<file path="src/hw/mpt_defines.svh">
`ifndef MPT_DEFINES_SVH
`define MPT_DEFINES_SVH

`define MPT_ADDR_W 8
`define MPT_CTRL 8'h00
`define MPT_PSC 8'h04
`define MPT_ARR 8'h08
`define MPT_CNT 8'h0c
`define MPT_CCMR 8'h10
`define MPT_DT 8'h14
`define MPT_STAT 8'h18
`define MPT_CLR 8'h1c
`define MPT_CCR_PAGE 4'h2
`define MPT_IEN 8'h30
`define MPT_DMAEN 8'h34

`define MPT_CTRL_EN 0
`define MPT_CTRL_DIR 1
`define MPT_CTRL_CMS 2
`define MPT_CTRL_OPM 3
`define MPT_CTRL_SMS 6:4
`define MPT_CTRL_HALL 7

`define MPT_ST_W 6
`define MPT_PIN_W 7
`define MPT_PIN_CH 3:0
`define MPT_PIN_A 4
`define MPT_PIN_B 5
`define MPT_PIN_TRG 6

`define MPT_MSK16 32'h0000_ffff
`define MPT_MSK32 32'hffff_ffff
`define MPT_ONE32 32'h0000_0001
`define MPT_ONE16 16'h0001
`define MPT_ONE8 8'h01
`define MPT_ARR_RST 32'h0000_ffff
`define MPT_RESP_OK 2'b00
`define MPT_RESP_ERR 2'b10
`endif

</file>
<file path="src/hw/mpt_pkg.sv">
package mpt_pkg;
   typedef enum logic [1:0] {
      CH_OFF = 2'b00,
      CH_CAP = 2'b01,
      CH_TGL = 2'b10,
      CH_PWM = 2'b11
   } mpt_ch_mode_t;

   typedef enum logic [2:0] {
      SM_OFF = 3'b000,
      SM_ENC = 3'b001,
      SM_GATE = 3'b010,
      SM_TRIG = 3'b011,
      SM_EXT = 3'b100
   } mpt_sms_t;

   typedef struct packed {
      logic s1;
      logic s2;
      logic s3;
      logic q;
   } mpt_sync_t;

   typedef struct packed {
      logic ref_lvl;
      logic oc;
      logic ocn;
      logic [7:0] dtc;
      logic evt;
      logic [31:0] cap;
   } mpt_ch_t;

   typedef struct packed {
      logic en;
      logic dir;
      logic center;
      logic opm;
      mpt_sms_t sms;
      logic hall;
      logic [15:0] psc;
      logic [15:0] psc_cnt;
      logic [31:0] arr;
      logic [31:0] cnt;
      logic dir_dn;
      logic [7:0] ccmr;
      logic [7:0] dt;
      logic [3:0][31:0] ccr;
      logic [5:0] stat;
      logic [5:0] ien;
      logic [5:0] dmaen;
      logic enc_a_p;
      logic enc_b_p;
      logic trig_p;
      logic [3:0] ch_p;
      logic hall_p;
      logic aw_rdy;
      logic bvalid;
      logic [1:0] bresp;
      logic ar_rdy;
      logic rvalid;
      logic [1:0] rresp;
      logic [31:0] rdata;
      logic trgo;
      logic [5:0] dma;
      logic irq;
   } mpt_state_t;
endpackage : mpt_pkg

</file>
<file path="src/hw/mpt_sync.sv">
`timescale 1ns/1ps
`default_nettype none
module mpt_sync (
   input wire logic core_clk_i,
   input wire logic rst_b_i,
   input wire logic d_i,
   output logic q_o
);
   import mpt_pkg::*;
   mpt_sync_t s_reg, s_next;

   // a level is accepted only once stages two and three agree
   always_comb
   begin
      s_next = s_reg;
      s_next.s1 = d_i;
      s_next.s2 = s_reg.s1;
      s_next.s3 = s_reg.s2;
      if (s_reg.s2 == s_reg.s3)
      begin
         s_next.q = s_reg.s3;
      end
   end

   always_ff @(posedge core_clk_i or negedge rst_b_i)
   begin
      if (!rst_b_i)
      begin
         s_reg <= '0;
      end
      else
      begin
         s_reg <= s_next;
      end
   end

   assign q_o = s_reg.q;
endmodule : mpt_sync
`default_nettype wire

</file>
<file path="src/hw/mpt_channel.sv">
`timescale 1ns/1ps
`default_nettype none
`include "mpt_defines.svh"
module mpt_channel (
   input wire logic core_clk_i,
   input wire logic rst_b_i,
   input wire logic [31:0] cnt_i,
   input wire logic [31:0] ccr_i,
   input wire mpt_pkg::mpt_ch_mode_t mode_i,
   input wire logic [7:0] dt_i,
   input wire logic step_i,
   input wire logic cap_i,
   output logic oc_o,
   output logic ocn_o,
   output logic evt_o,
   output logic [31:0] cap_o
);
   import mpt_pkg::*;
   mpt_ch_t s_reg, s_next;
   logic ref_c;

   always_comb
   begin
      s_next = s_reg;
      s_next.evt = 1'b0;
      case (mode_i)
         // compare below ccr: ccr 0 never active, ccr above arr always active
         CH_PWM: ref_c = (cnt_i < ccr_i);
         CH_TGL: ref_c = s_reg.ref_lvl ^ (step_i && cnt_i == ccr_i);
         default: ref_c = 1'b0;
      endcase
      if (mode_i == CH_CAP)
      begin
         s_next.evt = cap_i;
         if (cap_i)
         begin
            s_next.cap = cnt_i;
         end
      end
      else if (mode_i != CH_OFF)
      begin
         s_next.evt = step_i && (cnt_i == ccr_i);
      end
      s_next.ref_lvl = ref_c;
      // both sides held off for the dead time after every edge of ref
      if (ref_c != s_reg.ref_lvl && dt_i != '0)
      begin
         // the edge cycle itself is the first dead cycle
         s_next.dtc = dt_i - `MPT_ONE8;
         s_next.oc = 1'b0;
         s_next.ocn = 1'b0;
      end
      else if (s_reg.dtc != '0)
      begin
         s_next.dtc = s_reg.dtc - `MPT_ONE8;
      end
      else
      begin
         s_next.oc = ref_c;
         s_next.ocn = ~ref_c && (mode_i != CH_OFF) && (mode_i != CH_CAP);
      end
   end

   always_ff @(posedge core_clk_i or negedge rst_b_i)
   begin
      if (!rst_b_i)
      begin
         s_reg <= '0;
      end
      else
      begin
         s_reg <= s_next;
      end
   end

   assign oc_o = s_reg.oc;
   assign ocn_o = s_reg.ocn;
   assign evt_o = s_reg.evt;
   assign cap_o = s_reg.cap;
endmodule : mpt_channel
`default_nettype wire

</file>
<file path="src/hw/mpt_timer.sv">
`timescale 1ns/1ps
`default_nettype none
`include "mpt_defines.svh"
module mpt_timer #(
   parameter int CNT_W = 16
) (
   input wire logic core_clk_i,
   input wire logic rst_b_i,
   input wire logic [7:0] axi_awaddr_i,
   input wire logic axi_awvalid_i,
   output logic axi_awready_o,
   input wire logic [31:0] axi_wdata_i,
   input wire logic [3:0] axi_wstrb_i,
   input wire logic axi_wvalid_i,
   output logic axi_wready_o,
   output logic [1:0] axi_bresp_o,
   output logic axi_bvalid_o,
   input wire logic axi_bready_i,
   input wire logic [7:0] axi_araddr_i,
   input wire logic axi_arvalid_i,
   output logic axi_arready_o,
   output logic [31:0] axi_rdata_o,
   output logic [1:0] axi_rresp_o,
   output logic axi_rvalid_o,
   input wire logic axi_rready_i,
   input wire logic dbg_halt_i,
   input wire logic trig_i,
   input wire logic enc_a_i,
   input wire logic enc_b_i,
   input wire logic [3:0] ch_i,
   output logic [3:0] pwm_o,
   output logic [3:0] pwm_n_o,
   output logic trgo_o,
   output logic [5:0] dma_req_o,
   output logic irq_o
);
   import mpt_pkg::*;
   localparam logic [31:0] CNT_MSK = (CNT_W == 32) ? `MPT_MSK32 : `MPT_MSK16;

   mpt_state_t s_reg, s_next;
   logic [`MPT_PIN_W-1:0] pin_q;
   logic [`MPT_PIN_W-1:0] pin_raw;
   logic [3:0] ch_evt;
   logic [3:0][31:0] cap;
   logic [3:0] cap_edge;
   logic run, pre_in, tick, step, up, upd, wr, rd;
   logic trig_rise, enc_edge, enc_up, hall_edge;
   logic [31:0] cw;
   logic [5:0] evt, clr;

   function automatic logic [31:0] merge(input logic [31:0] old, input logic [31:0] d,
                                         input logic [3:0] st);
      logic [31:0] r;
      r = old;
      for (int i = 0; i < 4; i++)
      begin
         if (st[i])
         begin
            r[8*i+:8] = d[8*i+:8];
         end
      end
      return r;
   endfunction : merge

   function automatic logic mapped(input logic [7:0] a);
      logic ok;
      ok = 1'b0;
      case (a)
         `MPT_CTRL, `MPT_PSC, `MPT_ARR, `MPT_CNT, `MPT_CCMR, `MPT_DT,
         `MPT_STAT, `MPT_CLR, `MPT_IEN, `MPT_DMAEN: ok = 1'b1;
         default: ok = (a[7:4] == `MPT_CCR_PAGE) && (a[1:0] == 2'b00);
      endcase
      return ok;
   endfunction : mapped

   ////////////////////////////////////////////////////////////////////////////
   assign pin_raw = {trig_i, enc_b_i, enc_a_i, ch_i};

   genvar g;
   generate
      for (g = 0; g < `MPT_PIN_W; g++)
      begin : g_sync
         mpt_sync u_sync (
            .core_clk_i(core_clk_i),
            .rst_b_i(rst_b_i),
            .d_i(pin_raw[g]),
            .q_o(pin_q[g])
         );
      end
      for (g = 0; g < 4; g++)
      begin : g_ch
         // hall mode steers the xor of all sensor lines onto channel 0
         assign cap_edge[g] = (g == 0 && s_reg.hall) ? hall_edge
                              : (pin_q[g] & ~s_reg.ch_p[g]);
         mpt_channel u_ch (
            .core_clk_i(core_clk_i),
            .rst_b_i(rst_b_i),
            .cnt_i(s_reg.cnt),
            .ccr_i(s_reg.ccr[g]),
            .mode_i(mpt_ch_mode_t'(s_reg.ccmr[2*g+:2])),
            .dt_i(s_reg.dt),
            .step_i(step),
            .cap_i(cap_edge[g]),
            .oc_o(pwm_o[g]),
            .ocn_o(pwm_n_o[g]),
            .evt_o(ch_evt[g]),
            .cap_o(cap[g])
         );
      end
   endgenerate

   assign hall_edge = (^pin_q[`MPT_PIN_CH]) != s_reg.hall_p;

   ////////////////////////////////////////////////////////////////////////////
   always_comb
   begin
      s_next = s_reg;
      cw = '0;
      clr = '0;
      trig_rise = pin_q[`MPT_PIN_TRG] & ~s_reg.trig_p;
      enc_edge = (pin_q[`MPT_PIN_A] ^ s_reg.enc_a_p) | (pin_q[`MPT_PIN_B] ^ s_reg.enc_b_p);
      enc_up = pin_q[`MPT_PIN_A] ^ s_reg.enc_b_p;
      case (s_reg.sms)
         SM_EXT: pre_in = trig_rise;
         SM_GATE: pre_in = pin_q[`MPT_PIN_TRG];
         default: pre_in = 1'b1;
      endcase
      run = s_reg.en & ~dbg_halt_i;
      tick = run && pre_in && (s_reg.sms != SM_ENC) && (s_reg.psc_cnt >= s_reg.psc);
      step = (s_reg.sms == SM_ENC) ? (run & enc_edge) : tick;
      if (s_reg.sms == SM_ENC)
      begin
         up = enc_up;
      end
      else
      begin
         up = s_reg.center ? ~s_reg.dir_dn : ~s_reg.dir;
      end
      if (run && pre_in)
      begin
         s_next.psc_cnt = (s_reg.psc_cnt >= s_reg.psc) ? '0 : s_reg.psc_cnt + `MPT_ONE16;
      end
      upd = 1'b0;
      if (step)
      begin
         if (up)
         begin
            if (s_reg.cnt >= s_reg.arr)
            begin
               upd = 1'b1;
               if (s_reg.center && s_reg.sms != SM_ENC)
               begin
                  s_next.cnt = s_reg.arr - `MPT_ONE32;
                  s_next.dir_dn = 1'b1;
               end
               else
               begin
                  s_next.cnt = '0;
               end
            end
            else
            begin
               s_next.cnt = s_reg.cnt + `MPT_ONE32;
            end
         end
         else if (s_reg.cnt == '0)
         begin
            upd = 1'b1;
            if (s_reg.center && s_reg.sms != SM_ENC)
            begin
               s_next.cnt = `MPT_ONE32;
               s_next.dir_dn = 1'b0;
            end
            else
            begin
               s_next.cnt = s_reg.arr;
            end
         end
         else
         begin
            s_next.cnt = s_reg.cnt - `MPT_ONE32;
         end
      end
      if (upd && s_reg.opm)
      begin
         s_next.en = 1'b0;
      end
      if (s_reg.sms == SM_TRIG && trig_rise)
      begin
         s_next.en = 1'b1;
      end
      s_next.trig_p = pin_q[`MPT_PIN_TRG];
      s_next.enc_a_p = pin_q[`MPT_PIN_A];
      s_next.enc_b_p = pin_q[`MPT_PIN_B];
      s_next.ch_p = pin_q[`MPT_PIN_CH];
      s_next.hall_p = ^pin_q[`MPT_PIN_CH];

      // write channel: address and data are accepted in the same cycle
      s_next.aw_rdy = !s_reg.aw_rdy && !s_reg.bvalid && axi_awvalid_i && axi_wvalid_i;
      wr = s_reg.aw_rdy && axi_awvalid_i && axi_wvalid_i;
      if (s_reg.bvalid && axi_bready_i)
      begin
         s_next.bvalid = 1'b0;
      end
      if (wr)
      begin
         s_next.bvalid = 1'b1;
         s_next.bresp = mapped(axi_awaddr_i) ? `MPT_RESP_OK : `MPT_RESP_ERR;
         case (axi_awaddr_i)
            `MPT_CTRL:
            begin
               cw[`MPT_CTRL_EN] = s_reg.en;
               cw[`MPT_CTRL_DIR] = s_reg.dir;
               cw[`MPT_CTRL_CMS] = s_reg.center;
               cw[`MPT_CTRL_OPM] = s_reg.opm;
               cw[`MPT_CTRL_SMS] = s_reg.sms;
               cw[`MPT_CTRL_HALL] = s_reg.hall;
               cw = merge(cw, axi_wdata_i, axi_wstrb_i);
               s_next.en = cw[`MPT_CTRL_EN];
               s_next.dir = cw[`MPT_CTRL_DIR];
               s_next.center = cw[`MPT_CTRL_CMS];
               s_next.opm = cw[`MPT_CTRL_OPM];
               s_next.sms = mpt_sms_t'(cw[`MPT_CTRL_SMS]);
               s_next.hall = cw[`MPT_CTRL_HALL];
            end
            `MPT_PSC: s_next.psc = 16'(merge({16'h0000, s_reg.psc}, axi_wdata_i, axi_wstrb_i));
            `MPT_ARR: s_next.arr = merge(s_reg.arr, axi_wdata_i, axi_wstrb_i) & CNT_MSK;
            `MPT_CNT: s_next.cnt = merge(s_reg.cnt, axi_wdata_i, axi_wstrb_i) & CNT_MSK;
            `MPT_CCMR: s_next.ccmr = 8'(merge({24'h00_0000, s_reg.ccmr}, axi_wdata_i,
                                              axi_wstrb_i));
            `MPT_DT: s_next.dt = 8'(merge({24'h00_0000, s_reg.dt}, axi_wdata_i, axi_wstrb_i));
            `MPT_CLR: clr = 6'(merge('0, axi_wdata_i, axi_wstrb_i));
            `MPT_IEN: s_next.ien = 6'(merge('0, axi_wdata_i, axi_wstrb_i));
            `MPT_DMAEN: s_next.dmaen = 6'(merge('0, axi_wdata_i, axi_wstrb_i));
            default:
            begin
               if (mapped(axi_awaddr_i) && axi_awaddr_i[7:4] == `MPT_CCR_PAGE)
               begin
                  s_next.ccr[axi_awaddr_i[3:2]] =
                     merge(s_reg.ccr[axi_awaddr_i[3:2]], axi_wdata_i, axi_wstrb_i) & CNT_MSK;
               end
            end
         endcase
      end

      // read channel
      s_next.ar_rdy = !s_reg.ar_rdy && !s_reg.rvalid && axi_arvalid_i;
      rd = s_reg.ar_rdy && axi_arvalid_i;
      if (s_reg.rvalid && axi_rready_i)
      begin
         s_next.rvalid = 1'b0;
      end
      if (rd)
      begin
         s_next.rvalid = 1'b1;
         s_next.rresp = mapped(axi_araddr_i) ? `MPT_RESP_OK : `MPT_RESP_ERR;
         s_next.rdata = '0;
         case (axi_araddr_i)
            `MPT_CTRL:
            begin
               s_next.rdata[`MPT_CTRL_EN] = s_reg.en;
               s_next.rdata[`MPT_CTRL_DIR] = s_reg.center ? s_reg.dir_dn : s_reg.dir;
               s_next.rdata[`MPT_CTRL_CMS] = s_reg.center;
               s_next.rdata[`MPT_CTRL_OPM] = s_reg.opm;
               s_next.rdata[`MPT_CTRL_SMS] = s_reg.sms;
               s_next.rdata[`MPT_CTRL_HALL] = s_reg.hall;
            end
            `MPT_PSC: s_next.rdata[15:0] = s_reg.psc;
            `MPT_ARR: s_next.rdata = s_reg.arr;
            `MPT_CNT: s_next.rdata = s_reg.cnt;
            `MPT_CCMR: s_next.rdata[7:0] = s_reg.ccmr;
            `MPT_DT: s_next.rdata[7:0] = s_reg.dt;
            `MPT_STAT: s_next.rdata[5:0] = s_reg.stat;
            `MPT_IEN: s_next.rdata[5:0] = s_reg.ien;
            `MPT_DMAEN: s_next.rdata[5:0] = s_reg.dmaen;
            default:
            begin
               // captured value replaces the compare value in capture mode
               if (mapped(axi_araddr_i) && axi_araddr_i[7:4] == `MPT_CCR_PAGE)
               begin
                  s_next.rdata = (s_reg.ccmr[2*axi_araddr_i[3:2]+:2] == CH_CAP)
                                 ? cap[axi_araddr_i[3:2]] : s_reg.ccr[axi_araddr_i[3:2]];
               end
            end
         endcase
      end

      // a new event beats a clear of the same bit
      evt = {trig_rise, ch_evt, upd};
      s_next.stat = (s_reg.stat & ~clr) | evt;
      s_next.dma = evt & s_next.dmaen;
      s_next.trgo = upd;
      s_next.irq = |(s_next.stat & s_next.ien);
   end

   always_ff @(posedge core_clk_i or negedge rst_b_i)
   begin
      if (!rst_b_i)
      begin
         s_reg <= '0;
         s_reg.arr <= `MPT_ARR_RST;
      end
      else
      begin
         s_reg <= s_next;
      end
   end

   assign axi_awready_o = s_reg.aw_rdy;
   assign axi_wready_o = s_reg.aw_rdy;
   assign axi_bvalid_o = s_reg.bvalid;
   assign axi_bresp_o = s_reg.bresp;
   assign axi_arready_o = s_reg.ar_rdy;
   assign axi_rvalid_o = s_reg.rvalid;
   assign axi_rresp_o = s_reg.rresp;
   assign axi_rdata_o = s_reg.rdata;
   assign trgo_o = s_reg.trgo;
   assign dma_req_o = s_reg.dma;
   assign irq_o = s_reg.irq;
endmodule : mpt_timer
`default_nettype wire

</file>
<file path="config.mk">
export PLATFORM = sky130hd
export DESIGN_NAME = mpt_timer
export DESIGN_NICKNAME = d
export VERILOG_FILES = /design/src/hw/mpt_pkg.sv /design/src/hw/mpt_sync.sv /design/src/hw/mpt_channel.sv /design/src/hw/mpt_timer.sv
export VERILOG_INCLUDE_DIRS = /design/src /design/src/hw
export SDC_FILE = /design/constraint.sdc
export NUM_CORES = 1
export LEC_CHECK = 0
export BUFFER_PORTS_ARGS = -buffer_cell sky130_fd_sc_hd__clkbuf_2
export CORE_MARGIN = 8
export CORE_UTILIZATION = 40
export DETAILED_ROUTE_END_ITERATION = 12
export PLACE_DENSITY_LB_ADDON = 0.3
export SLEW_MARGIN = 40
export SYNTH_ARGS = -nofsm -noshare
export SYNTH_HDL_FRONTEND = slang
export SYNTH_SLANG_ARGS = --single-unit
</file>
<file path="constraint.sdc">
create_clock -name core_clk_i -period 3.36 [get_ports core_clk_i]
set_input_delay 0.336 -clock core_clk_i [delete_from_list [all_inputs] [get_ports core_clk_i]]
set_output_delay 0.336 -clock core_clk_i [all_outputs]
set_load 0.005 [all_outputs]
</file>
======== After elaboration in Yosys (flattened, before gate mapping) ========
Cells that the tools add are included.
word-level totals
  word-level logic and storage cells ...... 393
  input port bits ......................... 67
  bits in registers ....................... 511
  output and inout bits ................... 57
cells by class
  reductions and logical operators ........ 84
  bitwise logic cells ..................... 33
  equality and inequality tests ........... 66
  shifts and indexed selects .............. 1
  $add $sub $neg .......................... 9
  muxes and demuxes ....................... 100
  order comparisons ....................... 9
operator list
  kind                                                 number
  two-way mux 32 bit                                   10
  binary-select mux 32 bit (select 2 bit)              3
  two-way mux 8 bit                                    18
  bitwise mux 128 bit                                  1
  equality test 32 bit                                 4
  less-than comparator 32 bit                          4
  two-way mux 33 bit                                   2
  demux 32 bit (select 2 bit)                          1
  equality test 8 x 5 -> 1 bit, second input constant  8
  two-way mux 16 bit                                   4
  case mux 6 bit (9 select lines)                      1
  two-way mux 10 bit                                   4
  nonzero test 8 bit                                   5
  subtractor 8 x 1 -> 8 bit, second input constant     5
  logical AND 1 bit                                    37
  two-way mux 35 bit                                   1
  two-way mux 1 bit                                    33
  adder 32 x 1 -> 32 bit, second input constant        1
  equality test 8 x 4 -> 1 bit, second input constant  4
  equality test 8 x 6 -> 1 bit, second input constant  4
  greater-or-equal comparator 32 x 16 -> 1 bit         1
  logical NOT 32 bit                                   1
  case mux 16 bit (2 select lines)                     1
  case mux 8 bit (4 select lines)                      1
  other kinds (46)                                     148

======== Depth between registers and ports, before layout ========
  word-level depth ........................ 15
  gate-level depth with buffers ........... 12
  depth with buffers taken out ............ 10

======== Hierarchy ========
Synthesis repeated with hierarchy kept, for this count alone.
unflattened totals
  cells, all modules ...................... 2772
  area, all modules ....................... 27900.5 um2
modules (own cells, without submodules)
  module                          instances  area each (um2)  seq. area each (um2)  cells an instance
  mpt_timer                       1          14866.8          6050.8                1505
  mpt_channel (g_ch[0].u_ch ...)  3          3066.7           1101.1                308
  mpt_channel (g_ch[3].u_ch)      1          3054.2           1101.1                308
  mpt_sync                        7          111.4            100.1                 5

======== Worst setup path before layout ========
OpenSTA, ideal clock, no wires.
  path type ............................... flip-flop to flip-flop
  start ................................... register s_reg[257] in the netlist's numbering
  end ..................................... register s_reg (netlist bit irq_o)
  required time ........................... 3242 ps
  arrival time ............................ 2826 ps
  setup time .............................. 118 ps
  clock period less this slack ............ 2944 ps
  setup slack ............................. 416 ps
  stages on the path, launching flop included .. 12
  path buffers ............................ 1
  cell sequence ........................... dfstp_2 > clkbuf_1 > inv_1 > ha_1 > a21oi_1 > o211ai_1 > a221o_1 > a311oi_4 > nor2_4 > o211a_4 > a21o_1 > a21o_1
RTL lines
  what                      RTL line          text
  start: declaration        mpt_timer.sv:40   mpt_state_t s_reg, s_next;
  start signal: assignment  mpt_timer.sv:305  s_reg <= s_next;

======== Final worst setup path ========
  start ................................... register s_reg[285] in the netlist's numbering
  end ..................................... register g_ch[3].u_ch.s_reg[38] in the netlist's numbering
between the ends
  longest elaborated chain between the ends .. 9
  elaborated cells on any way between the ends .. 10
  those cells by class .................... order compare: 1; eq/ne: 1; mux: 3; bitwise: 1; reduce/logical: 4
ends and longest elaborated chain
  what                                                      RTL line           text
  greater-or-equal comparator 16 bit *                      mpt_timer.sv:129   tick = run && pre_in && (s_reg.sms != SM_ENC) && (s_reg.psc_cnt >= s_reg.psc);
  logical AND 1 bit *                                       mpt_timer.sv:129
  two-way mux 1 bit *                                       mpt_timer.sv:130   step = (s_reg.sms == SM_ENC) ? (run & enc_edge) : tick;
  logical AND 1 bit *                                       mpt_channel.sv:29  CH_TGL: ref_c = s_reg.ref_lvl ^ (step_i && cnt_i == ccr_i);
  XOR 1 bit *                                               mpt_channel.sv:29
  case mux 1 bit (2 select lines) *                         mpt_channel.sv:26  case (mode_i)
  != test 1 bit *                                           mpt_channel.sv:46  if (ref_c != s_reg.ref_lvl && dt_i != '0)
  logical AND 1 bit *                                       mpt_channel.sv:46
  two-way mux 10 bit or nonzero test 2 bit (tied branches)  --
  end signal: assignment                                    mpt_channel.sv:72  s_reg <= s_next;
  end: declaration                                          mpt_channel.sv:19  mpt_ch_t s_reg, s_next;
Every way passes the cells marked *; elsewhere a longest branch is shown, timed or not.
A chain may end at the register's enable or synchronous reset.

==> flow_summary.json <==
{
  "routabilityCongestion": 0.934,
  "start_kind": "register",
  "postCtsSetupRepairBufs": 0,
  "fin_cells": 3309,
  "dp_hpwl_um": 55100,
  "fin_nets": 2608,
  "antenna_found_initial": 0,
  "die_w_um": 265,
  "dpl.cell_count": 3203,
  "drv_cap": 0,
  "core.rowCount": 91,
  "rsz0062_at_grt": "false",
  "io_pins": 124,
  "endpoint_kind": "register",
  "seqPwrFrac": 0.396,
  "crit_required_ns": 3.87,
  "synth_edf_count": 0,
  "dr.max_layer_used": "met4",
  "viasPerCell": 5.78,
  "post-route-min-period_ns": 3.20,
  "status": "finished, final reports clean",
  "grt.overflow.total": 0,
  "slew_headroom": 0.440,
  "synth_area_sq_mm": 0.0249,
  "cts_buffers": 50,
  "regArea_sq_mm": 0.0112,
  "critPathKind": "register to register",
  "cts_tree": "built",
  "period_share": 0.951,
  "clock.fmax_mhz": 313,
  "drive_gt1_frac": 0.239,
  "met1_length_um": 33200,
  "grt_max_degree": 85,
  "finalMaxSlewViolations": 0,
  "power_density_mw_per_mm2": 559,
  "intPower_mw": 11.0,
  "timing.critical_path.mode_cell": "buf_4",
  "vias": 19124,
  "clockRootBuffer": "clkbuf_16",
  "tightest_slew_ns": 0.834,
  "wl_um": 75700,
  "ys_seq_elements": 445,
  "p_comb_frac": 0.237,
  "async_flop_share": 1.00,
  "drc": 0,
  "initial_core_util": 0.404,
  "wl_met2_um": 35200,
  "multi_input_area_sq_mm": 0.0124,
  "power.share.switching": 0.311,
  "wl_per_cell_um": 22.9,
  "arrival_ns": 3.71,
  "clkPwrFrac": 0.367,
  "dr_wl_met3_um": 4630,
  "cp_num_buf_inv": 2,
  "slowest_stage": "dfrtp_1",
  "antenna_left": 0,
  "die_h_um": 265,
  "fin_worst_skew_ns": 0.0189,
  "power_switching_mw": 4.96,
  "critical_path.max_stage_delay_ns": 0.45,
  "dieArea_sq_mm": 0.0705,
  "cp_max_fo": 10,
  "synth_cells": 2331,
  "first_global_vias": 19419,
  "grt_pass1_wl_um": 117000,
  "power.leakage_nw": 12.8,
  "avgSynthCellArea_sq_um": 10.7,
  "cpLargestDelayFamily": "compound AO/OA/AOI/OAI gates",
  "diodes": 0,
  "vdd_ir_drop_max_mv": 0.333,
  "path_cells": "ha_1, a211o_1, a31oi_1, o221ai_1, a41o_2, o2111ai_1, buf_4, o22ai_1, a32oi_1, buf_4, mux2i_1",
  "core-area_sq_mm": 0.0616,
  "min_path_type": "input port to register",
  "drt_iter0_drc": 1764,
  "clock_sinks": 445,
  "gr-usage-all-layers": 0.212,
  "ys.flop_type": "dfrtp_1",
  "largest_register_ffs": 195,
  "htreeDepth": 2,
  "setup_violations": 0,
  "insertion_delay_ns": 0.60,
  "first_pass_iters": 7,
  "finalHoldViolCount": 0,
  "nFillCells": 5659,
  "setup_tns_ns": 0,
  "synth_cell_types": 86,
  "yosys_warnings": 0,
  "path_clk_slew_ns": 0.06,
  "area_growth_pct": 14.4,
  "cts.path.max_buffers": 3,
  "port_buffers": 103,
  "ys_seq_area_frac": 0.448
}
==> routing by layer <==
layer	up-vias	track usage
met3	148	0.0326
met2	651	0.343
met4	0	0.0702
met1	9725	0.290
met5	-	0
li1	8600	-
==> kinds of logic (layout without fill, tap and decap cells) <==
kind of cell | count (synthesis) | count (layout) | share of synthesized area
buf+inv | 307 | 447 | 0.0556
flops | 445 | 445 | 0.448
mux | 308 | 308 | 0.165
compound gates | 456 | 456 | 0.120
other cells | 1 | 2 | 0.000151
simple gates | 609 | 609 | 0.123
xor+xnor | 89 | 89 | 0.0313
fa+ha+maj | 116 | 116 | 0.0576
==> path summary, 6_finish.rpt <==
kind                                            start                         end  cells after the start  slack, ns
max                                        s_reg[285]      g_ch[3].u_ch.s_reg[38]                     11       0.16
min                                    axi_wdata_i[8]                  s_reg[259]                      2       0.08
max reg2reg                                s_reg[285]      g_ch[3].u_ch.s_reg[38]                     11       0.16
min reg2reg                g_sync[5].u_sync.s_next[2]  g_sync[5].u_sync.s_next[1]                      0       0.35
max in group asynchronous                     rst_b_i      g_ch[0].u_ch.cap_o[27]                      4       1.96
min in group asynchronous                     rst_b_i      g_ch[0].u_ch.s_reg[40]                      2       0.26
==> layout make-up <==
class | count | share of cell area
timing repair buffer | 230 | 0.0571
clock inverter | 20 | 0.0105
sequential | 445 | 0.392
multi-input combinational | 1580 | 0.436
inverter | 125 | 0.0165
tap | 837 | 0.0368
clock buffer | 72 | 0.0514
==> layout by cell type (no fill, tap or decap), drive strengths merged, types with 12 or more instances in the layout <==
master and count:
ha 109, clkbuf 173, a21o 12, xnor2 52
a22o 13, buf 116, a31oi 13, nand2 178
o21ai 135, nand3b 13, and2 17, nand2b 12
o211ai 25, o21a 24, a21oi 114, dlygate4sd3 13
dfstp 16, nor3 42, nor2b 18, nor4 23
a222oi 12, a221oi 30, mux2i 67, nor2 150
clkinv 12, inv 125, dfrtp 429, mux4 64
and3 23, mux2 177, nand4 22, nand3 66
xor2 37
==> power groups by stage <==
stage                     sequential [mW]  clock (mW)  combinational [mW]
after floorplan                      6.22           0                2.54
after global placement               6.37           0                3.63
after detailed placement             6.38           0                3.72
after CTS                            6.30        5.96                3.76
after global routing                 6.35        6.18                4.18
final                                6.30        5.84                3.78
==> Yosys cell counts (18+ instances only) <==
master | n | area share
nor3_1 | 42 | 0.0084
a221oi_1 | 30 | 0.011
buf_2 | 18 | 0.0036
o211ai_1 | 25 | 0.0075
nand2_1 | 177 | 0.027
buf_4 | 55 | 0.017
nor2_1 | 149 | 0.022
mux4_2 | 64 | 0.058
o21ai_0 | 122 | 0.025
xor2_1 | 37 | 0.013
inv_1 | 125 | 0.019
a21oi_1 | 114 | 0.023
mux2_2 | 177 | 0.080
nand4_1 | 22 | 0.0055
o21a_1 | 24 | 0.0072
dfrtp_1 | 429 | 0.43
mux2i_1 | 67 | 0.027
nand3_1 | 66 | 0.013
ha_1 | 109 | 0.055
and3_1 | 23 | 0.0058
nor2b_1 | 18 | 0.0045
xnor2_1 | 52 | 0.018
clkbuf_1 | 104 | 0.016
==> timing repair <==
| action | 4_1_cts | 5_1_grt |
|---|---|---|
| gates resized for setup | 0 | 3 |
| hold buffers | 13 | 0 |
| setup endpoints to repair | 0 | 30 |
| endpoints found under the hold margin | 58 | 0 |
==> through the flow <==
stage	power (mW)	utilization	setup WS [ns]	area (sq um)	hold WS (ns)
4_1_cts	16.0	0.462	0.0393	28500	0.0666
3_3_place_gp	10.0	0.431	0.114	26600	0.332
3_5_place_dp	10.1	0.431	0.0370	26600	0.332
6_report	15.9	0.462	0.163	28500	0.0794
2_1_floorplan	8.75	-	0.416	24900	0.0404
5_1_grt	16.7	0.462	0.0134	28500	0.0804
Power figures use the tool's default switching activity.
